--- src/include/cpu_regs_pkg.sv ---
package cpu_regs_pkg;
  // Stack page high bytes selected by the page bit
  localparam logic [7:0] STACK_PAGE0_HI = 8'h00;
  localparam logic [7:0] STACK_PAGE1_HI = 8'h01;
  // Reset values of the register set
  localparam logic [7:0] ACC_RST = 8'h00;
  localparam logic [7:0] IDX_RST = 8'h00;
  localparam logic [7:0] SP_RST = 8'hff;
  localparam logic [15:0] PC_RST = 16'h0000;
  localparam logic [7:0] STATUS_RST = 8'h04;
  localparam logic [7:0] MODE_RST = 8'h00;
  // Field positions
  localparam int BREAK_BIT = 4;
  localparam int STACK_PAGE_BIT = 2;
  localparam int CLK_SEL_LO = 6;
  // Operations the sequencer may ask for
  typedef enum logic [3:0] {
    OP_NONE,
    OP_PUSH_ACC,
    OP_POP_ACC,
    OP_PUSH_STATUS,
    OP_POP_STATUS,
    OP_BREAK_PUSH,
    OP_PUSH_PC_HI,
    OP_PUSH_PC_LO,
    OP_POP_PC_HI,
    OP_POP_PC_LO,
    OP_FAST_SET,
    OP_SHIFT_WORD,
    OP_STOP_OSC,
    OP_WAIT,
    OP_MULTIPLY,
    OP_DIVIDE
  } op_t;
  // Register write selects
  typedef enum logic [2:0] {
    WR_NONE,
    WR_ACC,
    WR_X,
    WR_Y,
    WR_SP,
    WR_STATUS,
    WR_MODE
  } wsel_t;
endpackage

--- src/include/stack_if.sv ---
`timescale 1ns/1ns
`default_nettype none
// Carries stack pointer and page bit to the address former
interface stack_if;
  logic [7:0] sp;
  logic page_sel;
  logic [15:0] addr;
  modport core (output sp, output page_sel, input addr);
  modport former (input sp, input page_sel, output addr);
endinterface
`default_nettype wire

--- src/design/stack_addr_former.sv ---
`timescale 1ns/1ns
`default_nettype none
// Combinational stack address from pointer and page bit
module stack_addr_former (
  stack_if.former st
);
  import cpu_regs_pkg::*;
  always_comb begin
    st.addr[7:0] = st.sp;
    st.addr[15:8] = st.page_sel ? STACK_PAGE1_HI : STACK_PAGE0_HI;
  end
endmodule
`default_nettype wire

--- src/design/cpu_reg_core.sv ---
`timescale 1ns/1ns
`default_nettype none
module cpu_reg_core (
  input wire logic clk,
  input wire logic rst_b,
  input wire cpu_regs_pkg::op_t op,
  input wire cpu_regs_pkg::wsel_t wr_sel,
  input wire logic [7:0] wr_data,
  input wire logic pc_load,
  input wire logic [15:0] pc_load_val,
  input wire logic pc_step,
  input wire logic [7:0] operand,
  input wire logic idx_use_y,
  input wire logic [7:0] mem_rdata,
  output logic [15:0] mem_addr,
  output logic [7:0] mem_wdata,
  output logic mem_we,
  output logic mem_re,
  output logic [15:0] eff_addr,
  output logic [7:0] acc,
  output logic [7:0] idx_x,
  output logic [7:0] idx_y,
  output logic [7:0] stack_ptr,
  output logic [7:0] status,
  output logic [7:0] mode,
  output logic [7:0] pc_high_byte,
  output logic [7:0] pc_low_byte,
  output logic illegal_op,
  output logic stop_req,
  output logic wait_req,
  output logic [15:0] product
);
  import cpu_regs_pkg::*;

  ////////////////////////////////////////////////////////////////////////////
  // Internal state
  logic [7:0] acc_r; // Accumulator
  logic [7:0] x_r; // Index X
  logic [7:0] y_r; // Index Y
  logic [7:0] sp_r; // Stack pointer
  logic [7:0] ps_r; // Status, break bit always zero inside
  logic [7:0] mode_r; // Mode register with stack page bit
  logic [15:0] pc_r; // Program counter
  logic pop_pend_r; // Pop read issued last cycle
  op_t pop_op_r; // Which pop is completing
  stack_if st ();
  logic rst_meta_b_r; // First stage of the reset release
  logic rst_sync_b_r; // Released reset seen by every other flop
  // Pin reset asserts at once but releases two edges late, so no flop
  // but these two sees the pin's rise close to a clock edge
  always_ff @(posedge clk or negedge rst_b) begin
    if (!rst_b) begin
      rst_meta_b_r <= 1'b0;
      rst_sync_b_r <= 1'b0;
    end else begin
      rst_meta_b_r <= 1'b1;
      rst_sync_b_r <= rst_meta_b_r;
    end
  end
  assign st.sp = sp_r;
  assign st.page_sel = mode_r[STACK_PAGE_BIT];
  stack_addr_former u_former (
    .st(st)
  );
  // Decoding helpers
  function automatic logic is_push(input op_t o);
    return o inside {OP_PUSH_ACC, OP_PUSH_STATUS, OP_BREAK_PUSH,
                     OP_PUSH_PC_HI, OP_PUSH_PC_LO};
  endfunction
  function automatic logic is_pop(input op_t o);
    return o inside {OP_POP_ACC, OP_POP_STATUS, OP_POP_PC_HI, OP_POP_PC_LO};
  endfunction

  ////////////////////////////////////////////////////////////////////////////
  // Stack pointer: post-decrement push, pre-increment pop
  always_ff @(posedge clk or negedge rst_sync_b_r) begin
    if (!rst_sync_b_r) begin
      sp_r <= SP_RST;
    end else if (is_push(op)) begin
      sp_r <= sp_r - 8'h01;
    end else if (is_pop(op)) begin
      sp_r <= sp_r + 8'h01;
    end else if (wr_sel == WR_SP) begin
      sp_r <= wr_data;
    end
  end

  // Memory strobe for push writes and pop reads
  // Pop reads at pointer plus one, so the address is formed from the sum
  always_ff @(posedge clk or negedge rst_sync_b_r) begin
    if (!rst_sync_b_r) begin
      mem_addr <= 16'h0000;
      mem_wdata <= 8'h00;
      mem_we <= 1'b0;
      mem_re <= 1'b0;
    end else begin
      mem_we <= is_push(op);
      mem_re <= is_pop(op);
      if (is_push(op)) begin
        mem_addr <= st.addr;
      end else if (is_pop(op)) begin
        mem_addr <= {st.addr[15:8], sp_r + 8'h01};
      end
      case (op)
        OP_PUSH_ACC: mem_wdata <= acc_r;
        OP_PUSH_STATUS: mem_wdata <= ps_r;
        OP_BREAK_PUSH: mem_wdata <= ps_r | (8'h01 << BREAK_BIT);
        OP_PUSH_PC_HI: mem_wdata <= pc_r[15:8];
        OP_PUSH_PC_LO: mem_wdata <= pc_r[7:0];
        default: mem_wdata <= mem_wdata;
      endcase
    end
  end

  // Remember which pop is waiting for read data
  always_ff @(posedge clk or negedge rst_sync_b_r) begin
    if (!rst_sync_b_r) begin
      pop_pend_r <= 1'b0;
      pop_op_r <= OP_NONE;
    end else begin
      pop_pend_r <= is_pop(op);
      pop_op_r <= op;
    end
  end

  ////////////////////////////////////////////////////////////////////////////
  // Accumulator and index registers
  always_ff @(posedge clk or negedge rst_sync_b_r) begin
    if (!rst_sync_b_r) begin
      acc_r <= ACC_RST;
      x_r <= IDX_RST;
      y_r <= IDX_RST;
    end else begin
      if (pop_pend_r && pop_op_r == OP_POP_ACC) begin
        acc_r <= mem_rdata;
      end else if (wr_sel == WR_ACC) begin
        acc_r <= wr_data;
      end
      if (wr_sel == WR_X) begin
        x_r <= wr_data;
      end
      if (wr_sel == WR_Y) begin
        y_r <= wr_data;
      end
    end
  end

  // Status and mode; break flag is never stored as one
  always_ff @(posedge clk or negedge rst_sync_b_r) begin
    if (!rst_sync_b_r) begin
      ps_r <= STATUS_RST;
      mode_r <= MODE_RST;
    end else begin
      if (pop_pend_r && pop_op_r == OP_POP_STATUS) begin
        ps_r <= mem_rdata & ~(8'h01 << BREAK_BIT);
      end else if (wr_sel == WR_STATUS) begin
        ps_r <= wr_data & ~(8'h01 << BREAK_BIT);
      end
      if (wr_sel == WR_MODE) begin
        mode_r <= wr_data;
      end
    end
  end

  // Program counter with load, step and byte pops
  always_ff @(posedge clk or negedge rst_sync_b_r) begin
    if (!rst_sync_b_r) begin
      pc_r <= PC_RST;
    end else if (pop_pend_r && pop_op_r == OP_POP_PC_HI) begin
      pc_r[15:8] <= mem_rdata;
    end else if (pop_pend_r && pop_op_r == OP_POP_PC_LO) begin
      pc_r[7:0] <= mem_rdata;
    end else if (pc_load) begin
      pc_r <= pc_load_val;
    end else if (pc_step) begin
      pc_r <= pc_r + 16'h0001;
    end
  end

  ////////////////////////////////////////////////////////////////////////////
  // Indexed effective address, zero-page carry kept in bit 8
  always_ff @(posedge clk or negedge rst_sync_b_r) begin
    if (!rst_sync_b_r) begin
      eff_addr <= 16'h0000;
    end else if (idx_use_y) begin
      eff_addr <= {8'h00, operand} + {8'h00, y_r};
    end else begin
      eff_addr <= {8'h00, operand} + {8'h00, x_r};
    end
  end

  // Optional instruction support; unsupported ones are flagged
  always_ff @(posedge clk or negedge rst_sync_b_r) begin
    if (!rst_sync_b_r) begin
      illegal_op <= 1'b0;
      stop_req <= 1'b0;
      wait_req <= 1'b0;
      product <= 16'h0000;
    end else begin
      illegal_op <= (op == OP_FAST_SET) || (op == OP_SHIFT_WORD);
      stop_req <= (op == OP_STOP_OSC);
      wait_req <= (op == OP_WAIT);
      case (op)
        OP_MULTIPLY: product <= acc_r * x_r;
        OP_DIVIDE: begin
          // Divide by zero returns all ones rather than trapping
          if (x_r == 8'h00) product <= 16'hffff;
          else product <= {acc_r % x_r, acc_r / x_r};
        end
        default: product <= product;
      endcase
    end
  end

  // Register outputs
  assign acc = acc_r;
  assign idx_x = x_r;
  assign idx_y = y_r;
  assign stack_ptr = sp_r;
  assign status = ps_r;
  assign mode = mode_r;
  assign pc_high_byte = pc_r[15:8];
  assign pc_low_byte = pc_r[7:0];
endmodule
`default_nettype wire

--- config.mk ---
export PLATFORM = sky130hd
export DESIGN_NAME = cpu_reg_core
export DESIGN_NICKNAME = d
export VERILOG_FILES = /design/src/include/cpu_regs_pkg.sv /design/src/include/stack_if.sv /design/src/design/stack_addr_former.sv /design/src/design/cpu_reg_core.sv
export SDC_FILE = /design/constraint.sdc
export NUM_CORES = 1
export LEC_CHECK = 0
export CAP_MARGIN = 15
export CORE_MARGIN = 1
export CORE_UTILIZATION = 33
export DETAILED_ROUTE_END_ITERATION = 6
export DONT_BUFFER_PORTS = 1
export GPL_TIMING_DRIVEN = 0
export HOLD_SLACK_MARGIN = 0.12
export PLACE_DENSITY_LB_ADDON = 0.12
export SYNTH_ARGS = -nofsm -noshare
export SYNTH_HDL_FRONTEND = slang
export SYNTH_HIERARCHICAL = 1
export SYNTH_SLANG_ARGS = --single-unit
--- constraint.sdc ---
create_clock -name clk -period 8.8 [get_ports clk]
set_input_delay 0.88 -clock clk [delete_from_list [all_inputs] [get_ports clk]]
set_output_delay 0.88 -clock clk [all_outputs]
set_load 0.03 [all_outputs]
# Yosys cells after proc, flatten, opt, wreduce, memory -nomap -nowiden

Cells that the tools add are included.

$add $sub $neg: 5
$mul: 1
Divide/modulo/power cells: 2
Equality and inequality tests: 26
Muxes and demuxes: 19
Bitwise operators: 1
Reductions and logical operators: 17

Operators by type and width:

| operator              | number |
|---|---|
| $mux 16               | 6 |
| $mux 8                | 10 |
| $eq 4x4->1 const B    | 10 |
| $pmux 8 s5            | 1 |
| $pmux 16 s2           | 1 |
| $eq 4x3->1 const B    | 5 |
| $add 8x8->9           | 2 |
| $add 16x1->16 const B | 1 |
| $mul 8x8->16          | 1 |
| $eq 4x2->1 const B    | 3 |
| $eq 3x3->1 const B    | 3 |
| $reduce_bool 3->1     | 3 |
| $add 8x1->8 const B   | 1 |
| $div 8x8->8           | 1 |
| $logic_not 8->1       | 1 |
| $mod 8x8->8           | 1 |
| $reduce_bool 2->1     | 4 |
| $sub 8x1->8 const B   | 1 |
| $eq 3x2->1 const B    | 2 |
| $reduce_bool 5->1     | 1 |
| $eq 4x1->1 const B    | 1 |
| $logic_and 1x1->1     | 4 |
| $reduce_and 2->1      | 2 |
| $reduce_bool 4->1     | 1 |
| 5 further kinds       | 5 |

Register bits after elaboration: 131
Input bits: 52
Word-level logic and storage cells: 91

# Longest topological paths before layout

Word-level depth: 5
Depth in mapped cells: 51
Gate-level depth less buffers: 48

# Hierarchy

Netlist, hierarchy kept.

By module, submodules not included:

| module            | instances | cells an instance | area an instance (µm²) |
|---|---|---|---|
| cpu_reg_core      | 1         | 1179              | 10094.7 |
| stack_addr_former | 1         | 17                | 123.9 |

# Worst setup path after synthesis

No wires, ideal clock.

Path kind: reg-to-reg
Start point: reg x_r[5], in the netlist idx_x[5]
End point: reg product[14]
Setup time: 137 ps
Data arrival time: 10599 ps
Data required time: 8663 ps
Path slack: -1936 ps
Cell stages (with the launch flop): 49
Path buffers: 3
Clock period less this slack: 10736 ps
Cell sequence: dfrtp_1 -> buf_4 -> nor4_2 -> nand3_1 -> nor2_1 -> a21oi_1 -> a21oi_1 -> ha_1 -> nor3_1 -> a221oi_1 -> o22a_1 -> ha_1 -> o211ai_1 -> a211oi_4 -> mux2i_1 -> inv_1 -> ha_1 -> o211a_1 -> [13 not listed] -> a21o_1 -> ha_1 -> nor3_1 -> a211oi_1 -> a21oi_1 -> o22ai_1 -> buf_2 -> mux2_1 -> ha_1 -> nand2_1 -> nor3_1 -> nor3_1 -> a21oi_1 -> buf_1 -> nand2_1 -> o31a_1 -> a211oi_1 -> a211oi_1

Word-level cells in the longest chain between the ends: 3
Elaborated cells between the ends (all ways): 5

Ends and longest elaborated chain:

| element                                               | line                                     | text |
|---|---|---|
| start: declaration                                    | cpu_reg_core.sv:38                       | `logic [7:0] x_r;` |
| start signal: assignment                              | cpu_reg_core.sv:140                      | `x_r <= wr_data;` |
| $mod 8x8->8 / $logic_not 8->1 (equally long branches) | cpu_reg_core.sv:208, cpu_reg_core.sv:207 |  |
| $mux 16                                               | cpu_reg_core.sv:207                      | `if (x_r == 8'h00) product <= 16'hffff;` |
| $pmux 16 s2 (*)                                       | cpu_reg_core.sv:203                      | `case (op)` |
| end signal: assignment                                | cpu_reg_core.sv:204                      | `OP_MULTIPLY: product <= acc_r * x_r;` |
| end signal: assignment                                | cpu_reg_core.sv:208                      | `else product <= {acc_r % x_r, acc_r / x_r};` |
| end signal: assignment                                | cpu_reg_core.sv:210                      | `default: product <= product;` |
| end: declaration                                      | cpu_reg_core.sv:31                       | `output logic [15:0] product` |

Mark *: on every way between the ends. The rest lies on a longest branch, timed or not.
A chain may end at the register's enable or synchronous reset.

# Final worst setup path

Start point: reg x_r[7], in the netlist idx_x[7]
End point: reg product[15]

Same word-level chain as after synthesis.

==> impl_metrics.ini <==
[die]
die_y_um = 178
fp.dieW_um = 178
core_region_area_um2 = 30500
io_pins = 177
dieArea_um2 = 31700
initial_core_util = 0.335
rows = 64

[setup_path]
reg2reg_to = product[15]
max_stage_delay_ps = 530
cp-start-kind = flip-flop
reg2regPathDepth = 49
worstPathArrival_ps = 10430
r2r_slack_ps = -1320
cp.required_ps = 9110
cp-endpoint = product[15]
r2r_start = idx_x[7]
critPathMostFrequentCell = ha_4
crit_type = reg2reg
critPathSlowestCell = dfrtp_2
endpoint_kind = flip-flop
worstPathMaxFanout = 7
startpoint = idx_x[7]

[cts]
numCtsBuffers = 17
cts-root-buf = clkbuf_16
cts.clk_slew.worst_paths_ps = 60
clock_latency_ps = 450
cts_tree = yes
htreeDepth = 4
clk_path_buf_depth = 2
cts.sinks = 123

[job]
drv_cap = 0

[place]
globalplace.congestion = 0.821
portBuffers = 0
post-dp-hpwl_um = 25300

[sta]
tightest_slew_ps = 913
hold_ws_ps = 350
fin_crit_ps = 10120
slew_headroom = 0.390
drv_slew = 0
hold_viol_final = 0
fmax_mhz = 98.8
finalSetupTns_ps = -11420
fin_crit_sh = 1.15
finalWorstSetupSlack_ps = -1320
rsz0062_at_grt = true
fin_skew_ps = 23.0
setup_viol = 9

[global_routing]
grt_start_max_net_pins = 46
grt_pass1_wl_um = 51300
track_usage = 0.216
first_global_vias = 9018
gr-total-overflow = 0
antenna_found_initial = 0

[synthesis]
ys.flop_type = dfrtp_1
synthAdderAreaFrac = 0.182
muxShareOfSynthArea = 0.0524
synth_edf_count = 0
syn_avg_cell_area_um2 = 8.54
synth-simple-area-share = 0.168
synthCells = 1196
synth_top_family_by_area = adder cells
netlist-cell-type-count = 68
synthXorXnorAreaFrac = 0.0454
ys_seq_area_frac = 0.302
synth_area_um2 = 10200
ys_async_sr_fraction = 1.00
synth_compound_area_frac = 0.179
ys_ff_latch = 123
ys_warn_count = 6

[detailed_routing]
dr.first_iter.drc_count = 505
drtPass1Iterations = 5
finalWirelength_um = 33600
ant_nets = 0
vias = 8981
routedWlPerCell_um = 19.6
drcViolationCount = 0
viasPerCell = 5.25

[pwr]
irDropWorstVdd_v = 0.000329
p_switching_mw = 2.83
p_int_mw = 3.07
p_comb_frac = 0.681
power.density_nw_per_um2 = 462
p_sw_frac = 0.480
pwr-share-clk = 0.120
p_leak_nw = 5.65
pwr-share-seq = 0.200

[min_path]
worstHoldPathType = reg2reg

[cells_and_area]
drive_gt1_frac = 0.217
layout_common_cells = nand2_1 (138), nor2_1 (110), dfrtp_1 (106)
synthToLayoutAreaGrowth_pct = 24.9
layout.nets = 1481
fillers = 3035
diodes = 0
final_common_cell = nand2_1

[outcome]
outcome = finished, violations left
violations = setup timing
power by group through the flow:
stage / clock, mW / sequential [mW] / combinational [mW]
global placement: 0 / 1.19 / 2.82
detailed placement: 0 / 1.19 / 2.84
CTS: 0.719 / 1.18 / 3.65
finish: 0.705 / 1.18 / 4.01
floorplan: 0 / 1.11 / 2.26
global route: 0.743 / 1.20 / 4.40
timing repair:
action	in CTS	in global routing
endpoints found under the setup margin	10	10
gates cloned	1	0
resized for setup	93	36
hold buffers	1	0
pin swaps	56	44
setup buffers	56	17
hold endpoints to repair	2	0
layout make-up:
class	instances	area [um^2]	area share
Buffer	75	409	0.0321
Clock buffer	17	425	0.0333
Clock inverter	15	153	0.0120
Inverter	87	344	0.0270
Multi-Input combinational cell	924	7190	0.563
Sequential cell	123	3100	0.243
Tap cell	396	495	0.0388
Timing Repair Buffer	75	646	0.0506
layer usage:
layer  GRT usage  part of all wire  up-vias
li1            -                 -     4334
met1       0.266              0.42     4338
met2       0.362              0.48      257
met3      0.0599             0.070       52
met4      0.0691             0.027        0
met5           0                 0        -
kinds of logic after synthesis:
family,count (synthesis)
muxes,49
buffers and inverters,162
adders and majority gates,126
xor gates and xnor gates,53
DFF,123
other,3
AOI/OAI and AO/OA,296
and+or+nand+nor,384
cells in the mapped netlist, types with 23 or more instances:
cell type	count	area share
nor3_1	31	0.015
xnor2_1	23	0.020
nor2_1	118	0.043
fa_1	38	0.074
o21ai_0	88	0.043
clkbuf_1	44	0.016
a21oi_1	88	0.043
mux2_2	27	0.030
xor2_1	30	0.026
ha_1	88	0.11
nand2_1	143	0.053
dfrtp_1	114	0.28
inv_1	82	0.030
buf_4	25	0.018
metrics by stage:
| stage | setup WS, ps | std cells | total power [mW] | util | instance area [um^2] |
|---|---|---|---|---|---|
| after floorplan | -886 | 1209 | 3.37 | - | 10400 |
| after global placement | -2940 | 1605 | 4.01 | 0.358 | 10900 |
| after detailed placement | -2980 | 1607 | 4.03 | 0.360 | 11000 |
| after CTS | -1390 | 1696 | 5.55 | 0.408 | 12500 |
| after global routing | -1800 | 1712 | 6.34 | 0.418 | 12800 |
| final | -1320 | 1712 | 5.90 | 0.418 | 12800 |
critical path, delay by kind of cell, from the launching register on:
kind	cells	cell delay, ps
simple gates	13	2390
compound gates	22	3990
flops	1	530
mux	1	300
fa+ha+maj	7	1930
buf+inv	6	850
how the worst min path moves through the flow:
stage	cells past startpoint	startpoint	endpoint	slack, ps
after CTS	0	rst_meta_b_r	rst_sync_b_r	350
after global routing	0	rst_meta_b_r	rst_sync_b_r	360
after global placement	0	rst_meta_b_r	rst_sync_b_r	340
after floorplan	0	rst_meta_b_r	rst_sync_b_r	330
after detailed placement	0	rst_meta_b_r	rst_sync_b_r	340
final	0	rst_meta_b_r	rst_sync_b_r	350
registers in the layout, indices dropped and copies added, names as in the netlist:
name          count
acc               8
eff_addr          9
idx_x             8
idx_y             8
illegal_op        1
mem_addr         16
mem_wdata         8
mem_we            1
mode              8
pc_r             16
pop_op_r          4
pop_pend_r        1
product          16
rst_meta_b_r      1
rst_sync_b_r      1
stack_ptr         8
status            7
stop_req          1
wait_req          1
No activity file was read; power rests on OpenSTA's default activity.
